===== src/include/sequencer_defs.svh =====
`ifndef SEQUENCER_DEFS_SVH
`define SEQUENCER_DEFS_SVH

// =====================================================================
// clock
`define CLK_PERIOD_PS        4000

// =====================================================================
// serial-port addresses of the divider bytes
`define DIV_ADDR_W           5
`define DIV_ADDR_FIRST       5'h06
`define DIV_ADDR_LAST        5'h0B
`define DIV_BYTES            6

// =====================================================================
// divider reset values
`define REF_DIV_RESET        8'h00
`define FB_DIV_RESET         8'h00
`define SW_DIV_RESET         8'h00

// =====================================================================
// timing, in microseconds as given
`define READY_TIME_US        1000
`define SYNTH_SETTLE_US      500
`define RX_HOP_SETTLE_US     100

// =====================================================================
// divided clock output, half period in reference cycles
`define CLKOUT_HALF_CYCLES   16'h000F

`endif


===== src/include/sequencer_pkg.sv =====
package sequencer_pkg;

    // =================================================================
    // startup states, one-hot
    typedef enum logic [2:0] {
        ST_HOLD  = 3'b001,
        ST_START = 3'b010,
        ST_READY = 3'b100
    } startup_state_t;

    // =================================================================
    // one divider set
    typedef struct packed {
        logic [7:0] refDiv;
        logic [7:0] fbDiv;
        logic [7:0] swDiv;
    } divider_set_t;

endpackage


===== src/include/divider_if.sv =====
`timescale 1ns/10ps
`default_nettype none

// =====================================================================
// divider bank carrier
interface divider_if;
    import sequencer_pkg::*;
    logic                  clearAll;
    logic                  wrEn;
    logic [4:0]            wrAddr;
    logic [7:0]            wrData;
    logic                  pairSel;
    divider_set_t          activeSet;

    modport bank (input clearAll, input wrEn, input wrAddr, input wrData, input pairSel, output activeSet);
    modport ctrl (output clearAll, output wrEn, output wrAddr, output wrData, output pairSel, input activeSet);
endinterface

`default_nettype wire


===== src/design/divider_bank.sv =====
`timescale 1ns/10ps
`default_nettype none
`include "sequencer_defs.svh"

module divider_bank
    import sequencer_pkg::*;
(
    // clock and reset
    input  wire logic ref_clk,
    input  wire logic reset_n,
    // carrier
    divider_if.bank   port
);

    logic [7:0]   divMem_r   [`DIV_BYTES];
    logic [7:0]   divMem_nxt [`DIV_BYTES];
    divider_set_t activeSet_r;
    divider_set_t activeSet_nxt;
    logic [4:0]   wrIndex;

    // =================================================================
    // next contents: clear, then byte write, then selected set readout
    always_comb begin
        wrIndex = port.wrAddr - `DIV_ADDR_FIRST;
        for (int i = 0; i < `DIV_BYTES; i++) begin
            divMem_nxt[i] = divMem_r[i];
        end
        if (port.clearAll) begin
            for (int i = 0; i < `DIV_BYTES; i += 3) begin
                divMem_nxt[i]     = `REF_DIV_RESET;
                divMem_nxt[i + 1] = `FB_DIV_RESET;
                divMem_nxt[i + 2] = `SW_DIV_RESET;
            end
        end else if (port.wrEn) begin
            divMem_nxt[wrIndex[2:0]] = port.wrData;
        end
        if (port.pairSel) begin
            activeSet_nxt = '{divMem_r[3], divMem_r[4], divMem_r[5]};
        end else begin
            activeSet_nxt = '{divMem_r[0], divMem_r[1], divMem_r[2]};
        end
    end

    // =================================================================
    // registers
    always_ff @(posedge ref_clk or negedge reset_n) begin
        if (!reset_n) begin
            for (int i = 0; i < `DIV_BYTES; i++) begin
                divMem_r[i] <= 8'h00;
            end
            activeSet_r <= '0;
        end else begin
            for (int i = 0; i < `DIV_BYTES; i++) begin
                divMem_r[i] <= divMem_nxt[i];
            end
            activeSet_r <= activeSet_nxt;
        end
    end

    assign port.activeSet = activeSet_r;

endmodule // divider_bank

`default_nettype wire


===== src/design/transceiver_reset_startup_sequencer.sv =====
`timescale 1ns/10ps
`default_nettype none
`include "sequencer_defs.svh"

module transceiver_reset_startup_sequencer
    import sequencer_pkg::*;
#(
    parameter int READY_CYCLES    = `READY_TIME_US * 1000000 / `CLK_PERIOD_PS,
    parameter int SYNTH_CYCLES    = `SYNTH_SETTLE_US * 1000000 / `CLK_PERIOD_PS,
    parameter int HOP_CYCLES      = `RX_HOP_SETTLE_US * 1000000 / `CLK_PERIOD_PS,
    parameter int CLKOUT_HALF     = `CLKOUT_HALF_CYCLES
) (
    // clock and power-on reset
    input  wire logic       ref_clk,
    input  wire logic       reset_n,
    // manual reset pin, high resets
    input  wire logic       manualResetPin,
    // serial-port write
    input  wire logic       spiWrite,
    input  wire logic [4:0] spiAddr,
    input  wire logic [7:0] spiData,
    input  wire logic       pairSelWrite,
    input  wire logic       pairSelValue,
    // mode
    input  wire logic       synthOn,
    input  wire logic       rxMode,
    // status and outputs
    output logic            deviceReady,
    output logic            clkOut,
    output logic            lockDetect,
    output logic [7:0]      activeRefDiv,
    output logic [7:0]      activeFbDiv,
    output logic [7:0]      activeSwDiv
);

    // =================================================================
    // parameter checks
    if (READY_CYCLES < 1 || SYNTH_CYCLES < 1 || HOP_CYCLES < 1) begin : gBadTime
        $error("settle and ready counts must be at least one cycle");
    end
    if (CLKOUT_HALF < 1 || CLKOUT_HALF > 65535) begin : gBadHalf
        $error("clock output half period out of range");
    end

    divider_if divBus ();

    // =================================================================
    // startup state
    startup_state_t state_r;
    startup_state_t state_nxt;
    logic [31:0]    readyCnt_r;
    logic [31:0]    readyCnt_nxt;

    // reset hold, then count until ready
    always_comb begin
        state_nxt    = state_r;
        readyCnt_nxt = readyCnt_r;
        case (state_r)
            ST_HOLD: begin
                readyCnt_nxt = 32'(READY_CYCLES);
                if (!manualResetPin) begin
                    state_nxt = ST_START;
                end
            end
            ST_START: begin
                if (readyCnt_r > 32'h00000001) begin
                    readyCnt_nxt = readyCnt_r - 32'h00000001;
                end else begin
                    readyCnt_nxt = 32'h00000000;
                    state_nxt    = ST_READY;
                end
            end
            ST_READY: begin
                readyCnt_nxt = 32'h00000000;
            end
            default: begin
                state_nxt    = ST_HOLD;
                readyCnt_nxt = 32'(READY_CYCLES);
            end
        endcase
        if (manualResetPin) begin
            state_nxt    = ST_HOLD;
            readyCnt_nxt = 32'(READY_CYCLES);
        end
    end

    // power-on reset starts the count directly
    always_ff @(posedge ref_clk or negedge reset_n) begin
        if (!reset_n) begin
            state_r    <= ST_START;
            readyCnt_r <= 32'(READY_CYCLES);
        end else begin
            state_r    <= state_nxt;
            readyCnt_r <= readyCnt_nxt;
        end
    end

    assign deviceReady = (state_r == ST_READY);

    // =================================================================
    // divided clock output, silent until ready
    logic [15:0] clkCnt_r;
    logic [15:0] clkCnt_nxt;
    logic        clkOut_r;
    logic        clkOut_nxt;

    always_comb begin
        clkCnt_nxt = clkCnt_r;
        clkOut_nxt = clkOut_r;
        if (!deviceReady || manualResetPin) begin
            clkCnt_nxt = 16'h0000;
            clkOut_nxt = 1'b0;
        end else if (clkCnt_r >= 16'(CLKOUT_HALF - 1)) begin
            clkCnt_nxt = 16'h0000;
            clkOut_nxt = !clkOut_r;
        end else begin
            clkCnt_nxt = clkCnt_r + 16'h0001;
        end
    end

    always_ff @(posedge ref_clk or negedge reset_n) begin
        if (!reset_n) begin
            clkCnt_r <= 16'h0000;
            clkOut_r <= 1'b0;
        end else begin
            clkCnt_r <= clkCnt_nxt;
            clkOut_r <= clkOut_nxt;
        end
    end

    assign clkOut = clkOut_r;

    // =================================================================
    // serial writes, taken only once ready
    logic addrHit;
    logic pairSel_r;
    logic pairSel_nxt;

    assign addrHit = (spiAddr >= `DIV_ADDR_FIRST) && (spiAddr <= `DIV_ADDR_LAST);

    always_comb begin
        pairSel_nxt = pairSel_r;
        if (!deviceReady || manualResetPin) begin
            pairSel_nxt = 1'b0;
        end else if (pairSelWrite) begin
            pairSel_nxt = pairSelValue;
        end
    end

    always_ff @(posedge ref_clk or negedge reset_n) begin
        if (!reset_n) begin
            pairSel_r <= 1'b0;
        end else begin
            pairSel_r <= pairSel_nxt;
        end
    end

    // clear from the first edge the pin is seen high, not one edge later
    assign divBus.clearAll = (state_r == ST_HOLD) || manualResetPin;
    assign divBus.wrEn     = spiWrite && addrHit && deviceReady;
    assign divBus.wrAddr   = spiAddr;
    assign divBus.wrData   = spiData;
    assign divBus.pairSel  = pairSel_r;

    divider_bank uBank (
        .ref_clk (ref_clk),
        .reset_n (reset_n),
        .port    (divBus.bank)
    );

    assign activeRefDiv = divBus.activeSet.refDiv;
    assign activeFbDiv  = divBus.activeSet.fbDiv;
    assign activeSwDiv  = divBus.activeSet.swDiv;

    // =================================================================
    // synthesizer lock indicator
    logic        synthOn_r;
    logic        lock_r;
    logic        lock_nxt;
    logic [31:0] lockCnt_r;
    logic [31:0] lockCnt_nxt;
    logic        hop;

    // a set change while receiving is a hop; a set change otherwise, or synthOn rising, is a full relock
    assign hop = pairSelWrite && deviceReady && (pairSelValue != pairSel_r);

    always_comb begin
        lock_nxt    = lock_r;
        lockCnt_nxt = lockCnt_r;
        if (!synthOn || !deviceReady || manualResetPin) begin
            lock_nxt    = 1'b0;
            lockCnt_nxt = 32'h00000000;
        end else if (!synthOn_r) begin
            lock_nxt    = 1'b0;
            lockCnt_nxt = 32'(SYNTH_CYCLES);
        end else if (hop) begin
            lock_nxt    = 1'b0;
            lockCnt_nxt = rxMode ? 32'(HOP_CYCLES) : 32'(SYNTH_CYCLES);
        end else if (lockCnt_r > 32'h00000001) begin
            lockCnt_nxt = lockCnt_r - 32'h00000001;
        end else begin
            lockCnt_nxt = 32'h00000000;
            lock_nxt    = 1'b1;
        end
    end

    always_ff @(posedge ref_clk or negedge reset_n) begin
        if (!reset_n) begin
            synthOn_r <= 1'b0;
            lock_r    <= 1'b0;
            lockCnt_r <= 32'h00000000;
        end else begin
            synthOn_r <= synthOn && deviceReady;
            lock_r    <= lock_nxt;
            lockCnt_r <= lockCnt_nxt;
        end
    end

    assign lockDetect = lock_r;

endmodule // transceiver_reset_startup_sequencer

`default_nettype wire


===== config.mk =====
export PLATFORM = sky130hd
export DESIGN_NAME = transceiver_reset_startup_sequencer
export DESIGN_NICKNAME = d
export VERILOG_FILES = /design/src/include/sequencer_pkg.sv /design/src/include/divider_if.sv /design/src/design/divider_bank.sv /design/src/design/transceiver_reset_startup_sequencer.sv
export VERILOG_INCLUDE_DIRS = /design/src /design/src/include
export SDC_FILE = /design/constraint.sdc
export NUM_CORES = 1
export LEC_CHECK = 0
export BUFFER_PORTS_ARGS = -buffer_cell sky130_fd_sc_hd__buf_2
export CORE_ASPECT_RATIO = 1.5
export CORE_UTILIZATION = 42
export DETAILED_ROUTE_END_ITERATION = 16
export GPL_ROUTABILITY_DRIVEN = 0
export HOLD_SLACK_MARGIN = 0.08
export PLACE_DENSITY = 0.61
export SYNTH_ARGS = -nofsm -noshare
export SYNTH_HDL_FRONTEND = slang
export SYNTH_SLANG_ARGS = --single-unit

===== constraint.sdc =====
create_clock -name ref_clk -period 5.95 [get_ports ref_clk]
set_input_delay 1.19 -clock ref_clk [delete_from_list [all_inputs] [get_ports ref_clk]]
set_output_delay 1.19 -clock ref_clk [all_outputs]
set_load 0.005 [all_outputs]

==> results.toml, run 1 <==
[outcome]
outcome = "completed"

[sta]
fmax_mhz = 340.8
fin_crit_ns = 2.934
slew_headroom_pct = 20.68
setup_viol = 0
rsz0062_at_grt = "no"
fin_crit_sh_pct = 49.31
final.setup.tns_ns = 0
slew_violations = 0
hold_violations = 0
worst_pin_slew_ns = 1.190
clock_skew_ns = 0.009671

[global_route]
antenna_found_initial = 0
grt_pass1_vias = 4658
grt_use_total_pct = 17.94
grt_pass1_wl_um = 23320
grt.overflow.total = 0
grt_max_degree = 102

[finish]
nets = 671
layoutNonFillerInstCount = 859
area_delta_synth_final_pct = 15.21
drive_gt1_share_pct = 18.90
fin_area_sq_mm = 0.007886
antenna_cells = 0
fin_util_pct = 50.02

[setup_path]
crit_type = "flip-flop to flip-flop"
critPathMaxFanout = 22
endpoint_kind = "flip-flop"
cp-start-kind = "flip-flop"
startpoint = "lockCnt_r[10]$_DFF_PN0_"
required_ns = 6.20
worst_ep_arrival_time_ns = 3.18
r2r-start = "lockCnt_r[10]$_DFF_PN0_"

[placement]
io_buffers = 47
dpl_cell_area_sq_mm = 0.007293
detailed_place_hpwl_um = 9501
dp_cells = 828

[routing]
drtIter0Drc = 204
drc = 0
drt_wl_total_um = 14100
ant_nets = 0
vias = 4637
routedWlPerCell_um = 16.41
drtPass1Iterations = 4
routed_via_density = 5.398

[cts]
insertion_delay_ns = 0.41
cts_max_path_buffers = 2
ctsHoldBuffers = 0
cts_tree = "yes"
cts_resized = 0
clk_pin_slew_ns = 0.07
cts.htree.levels = 4
clock_sinks = 159
post-cts-setup-buffer-count = 0
cts_buffers = 17
clockRootBuffer = "clkbuf_16"

[synthesis]
avgSynthCellArea_sq_um = 11.74
netlist_instances = 583
async_flop_share_pct = 100.0
netlist_area_sq_mm = 0.006845
synth-edff-count = 0
synth_ff_type = "dfrtp_1"
ys_seq_area_share_pct = 58.27
synth_cell_types = 56
ys_seq_elements = 159
yosys_warnings = 0

[job]
maxCapViolations = 0

[floorplanning]
die_h_um = 158.4
ios = 48
start_util_pct = 43.42
die_w_um = 106.2
num_rows = 56
die-area_sq_mm = 0.01682
core_sq_mm = 0.01577

[power_and_ir_drop]
totalPowerFinal_mw = 2.359
p_per_area_mw_per_mm2 = 299.2
ir_drop_uv = 234.3
p_leak_nw = 3.917

[worst_hold_path]
hp-start = "clkCnt_r[0]$_DFF_PN0_"
hold_path.class = "flip-flop to flip-flop"
worst max-delay path, cell delays in order (launching register included):
cell and delay (ns):
dfrtp_1 0.41, or4_1 0.62, nor3_4 0.56, nand4_2 0.32, nand4_1 0.72, nor2_1 0.13
state kept, by name (all words and copies together) (netlist names):
signal,cells
clkCnt_r,16
divBus.pairSel,1
uBank.divMem_r,48
lockCnt_r,32
uBank.port.activeSet,24
readyCnt_r,32
clkOut,1
state_r,3
synthOn_r,1
lockDetect,1
through the flow:
stage	hold slack [ns]	setup slack (ns)
after floorplan	0.4546	3.266
after global placement	0.4642	2.814
after detailed placement	0.4789	2.687
after CTS	0.4880	2.974
after global routing	0.5194	2.775
final	0.4920	3.016
final cells by class:
cell class                 count  area (sq um)
tap                          203         254.0
clock inverter                13         153.9
clock buffer                  18         439.2
sequential                   159          3989
timing repair buffer          48         249.0
fill                        1431          7879
multi-input combinational    409          2768
inverter                       9         33.78
layer usage:
layer / GRT usage [%] / share of wire (%) / vias to the layer above
met4: 6.680 / 1.9 / 0
met1: 22.15 / 43 / 2327
met3: 3.889 / 3.1 / 17
li1: - / - / 2202
met2: 30.77 / 52 / 91
met5: 0 / 0 / -
report_power, final:
part	internal [mW]	switching, mW
logic	0.0424	0.111
clock network	0.638	0.449
registers	1.10	0.0163
total	1.78	0.577
cells in the final DEF (no fill, tap or decap), types with 6 or more instances in the layout:
| cell type | n |
|---|---|
| buf_2 | 46 |
| clkbuf_16 | 17 |
| dfrtp_1 | 151 |
| nand4_1 | 13 |
| ha_1 | 6 |
| nor4_1 | 16 |
| dfstp_2 | 8 |
| inv_1 | 9 |
| a21oi_1 | 12 |
| nand2_1 | 19 |
| o21ai_0 | 17 |
| nand3_1 | 14 |
| conb_1 | 11 |
| a22o_1 | 48 |
| xnor2_1 | 25 |
| or3_1 | 6 |
| nor2_1 | 85 |
| or4_1 | 6 |
| mux2_2 | 25 |
| nor3_1 | 21 |
| xor2_1 | 34 |
synth_stat cells, types with 9 or more instances:
master,n,share of area [%]
nand2_1,19,1.0
o21ai_0,17,1.2
mux2_2,25,4.1
inv_1,9,0.49
a22o_1,48,6.1
nor3_1,21,1.5
nand4_1,13,1.2
nor4_1,16,1.5
xor2_1,34,4.4
dfrtp_1,151,55
a21oi_1,12,0.88
nor2_1,85,4.7
xnor2_1,25,3.2
nand3_1,14,1.0
logic make-up (layout without fill, tap and decap cells):
| family | count (synthesis) | in the layout | synth area share [%] |
|---|---|---|---|
| muxes | 26 | 26 | 4.259 |
| other | 1 | 11 | 0.05478 |
| and+or+nand+nor | 218 | 218 | 17.07 |
| DFF | 159 | 159 | 58.27 |
| AOI/OAI and AO/OA | 89 | 89 | 9.852 |
| adders and majority gates | 6 | 6 | 1.097 |
| xor gates and xnor gates | 59 | 59 | 7.549 |
| buffers and inverters | 25 | 88 | 1.846 |
path summary, 6_finish.rpt:
check,end,slack [ns],cells after the start
max in group asynchronous,uBank.divMem_r[40]$_DFFE_PN0P_,3.82,2
hold reg to reg,clkCnt_r[0]$_DFF_PN0_,0.49,1
setup / recovery,lockCnt_r[12]$_DFF_PN0_,3.02,5
min in group asynchronous,lockCnt_r[27]$_DFF_PN0_,0.85,1
hold / removal,clkCnt_r[0]$_DFF_PN0_,0.49,1
setup reg to reg,lockCnt_r[12]$_DFF_PN0_,3.02,5
No activity file was read; power rests on OpenSTA's default activity.
==> run 2, diff against run 1 <==
PLACE_DENSITY = 0.63   (was 0.61)
clock period = 2.35 ns   (was 5.95 ns; I/O delays follow)
==> run 2 against run 1 <==
  * Clock skew grew 0.0018 ns
  * Power rose to 2.5 times the previous value
  * Sequential power grew to 2.5 times the previous value
  * Final area increased by 3.2%
  * Via count increased by 3.1%
  * Setup slack worse by 2.9 ns
  * Final cell count grew 3.5%
  * Critical path type unchanged
==> results.toml, run 2 (synthesized netlist as in run 1, its figures left out) <==
[outcome]
outcome = "completed"

[finish]
top_regs = "uBank.divMem_r x48, lockCnt_r x32, readyCnt_r x32"
antenna_cells = 0
seqCellArea_sq_mm = 0.003989
top_register = "uBank.divMem_r"
multi_input_comb_area_sq_mm = 0.002768
nets = 700
area_delta_synth_final_pct = 18.84
final_cell_mix = "dfrtp_1 (151), nor2_1 (85), a22o_1 (48)"
largest_register_ffs = 48
fill_cells = 1409
drive_gt1_share_pct = 22.30
fin_util_pct = 51.60
final_common_cell = "dfrtp_1"

[cts]
cts_max_path_buffers = 2
cts.htree.levels = 4
clock_sinks = 159
clk_pin_slew_ns = 0.07
clockRootBuffer = "clkbuf_16"
cts_buffers = 17
post-cts-setup-buffer-count = 0
cts_tree = "yes"
insertion_delay_ns = 0.42

[sta]
fin_crit_sh_pct = 96.11
worst_pin_slew_ns = 0.8833
final.setup.tns_ns = 0
slew_headroom_pct = 40.66
fmax_mhz = 442.7
slew_violations = 0
hold-worst-slack_ns = 0.2815
hold_violations = 0
setup_viol = 0
clock_skew_ns = 0.01144
rsz0062_at_grt = "yes"
fin_crit_ns = 2.259

[routing]
drt_wl_total_um = 14440
drc = 0
routed_via_density = 5.378
drtPass1Iterations = 4
routedWlPerCell_um = 16.24
vias = 4781
drtIter0Drc = 159
ant_nets = 0

[floorplanning]
die-area_sq_mm = 0.01682
ios = 48
core_sq_mm = 0.01577
die_w_um = 106.2
num_rows = 56
die_h_um = 158.4
start_util_pct = 43.42

[setup_path]
required_ns = 2.67
crit_type = "flip-flop to flip-flop"
endpoint_kind = "flip-flop"
worst_ep_arrival_time_ns = 2.58
critPathMaxFanout = 26
ff2ff_setup_slack_ns = 0.09
crit_buf_inv = 0
cp_cell_sequence = "or3_1, or4b_1, o41a_1, nand2_4, o21ai_0"
crit_family = "simple AND/OR/NAND/NOR gates"
cp-start-kind = "flip-flop"
critPathSlowestCell = "or4b_1"
max_stage_delay_ns = 0.48

[power_and_ir_drop]
ir_drop_uv = 457.7
totalPowerFinal_mw = 5.987
p_leak_nw = 4.080
p_per_area_mw_per_mm2 = 735.9

[placement]
detailed_place_hpwl_um = 10140
io_buffers = 47

[job]
maxCapViolations = 0

[global_route]
grt_pass1_wl_um = 24690
grt_max_degree = 57
grt_use_total_pct = 18.85
antenna_found_initial = 0
grt_pass1_vias = 5052
grt.overflow.total = 0

[worst_hold_path]
hold_path.class = "primary input to flip-flop"
==> run 2: changes by cell type in the layout (fill, tap and decap cells not counted) <==
cell / before / now
buf_12: 0 / 2
buf_4: 1 / 27
bufinv_16: 2 / 0
clkinv_2: 1 / 0
clkinv_8: 0 / 3
clkinvlp_4: 3 / 0
dlygate4sd3_1: 0 / 1
inv_6: 4 / 5
inv_8: 2 / 5
==> run 2: final timing paths <==
kind | startpoint | to | cells after the start
worst max-delay path | readyCnt_r[28]$_DFF_PN0_ | state_r[1]$_DFFE_PN1P_ | 5
worst min-delay path | synthOn | synthOn_r$_DFF_PN0_ | 2
worst max register to register | readyCnt_r[28]$_DFF_PN0_ | state_r[1]$_DFFE_PN1P_ | 5
worst min register to register | clkCnt_r[0]$_DFF_PN0_ | clkCnt_r[0]$_DFF_PN0_ | 1
max in group asynchronous | reset_n | lockCnt_r[15]$_DFF_PN0_ | 3
min in group asynchronous | reset_n | lockCnt_r[22]$_DFF_PN0_ | 2
==> run 2: repair_timing <==
| item | 4_1_cts | 5_1_grt |
|---|---|---|
| setup endpoints to repair | 0 | 2 |
| gates resized for setup | 0 | 0 |
| hold buffers | 1 | 0 |
| hold endpoints to repair | 52 | 0 |
==> run 2: routing by layer <==
| layer | track usage, % | share of wire (%) | vias to the layer above |
|---|---|---|---|
| li1 | - | - | 2268 |
| met1 | 22.27 | 42 | 2408 |
| met2 | 33.64 | 53 | 79 |
| met3 | 3.397 | 2.7 | 26 |
| met4 | 7.804 | 2.2 | 0 |
| met5 | 0 | 0 | - |
==> run 2: area by class of cell <==
class                      count  area share, %
sequential                   159          49.03
multi-input combinational    409          34.02
timing repair buffer          77          6.075
clock buffer                  18          5.398
tap                          203          3.122
clock inverter                14          1.938
inverter                       9         0.4153
==> run 2: worst register-to-register path, cell delays in order, from the launching register on <==
cell,delay [ns]
dfrtp_1,0.41
or3_1,0.44
or4b_1,0.48
o41a_1,0.41
nand2_4,0.27
o21ai_0,0.15
==> run 2: report_power, final <==
part / switching, mW / leakage [nW] / internal [mW]
clock: 1.26 / 0.294 / 1.46
combinational: 0.288 / 1.62 / 0.145
sequential: 0.0424 / 2.17 / 2.79
total: 1.59 / 4.08 / 4.40
==> run 2: stage by stage <==
stage          worst slack, ns  std cells  area, sq um
2_1_floorplan           0.3309        593         6883
3_3_place_gp            0.1438        856         7528
3_5_place_dp           0.08936        856         7528
4_1_cts                0.07531        889         8135
5_1_grt              -0.001778        889         8135
6_report               0.09133        889         8135
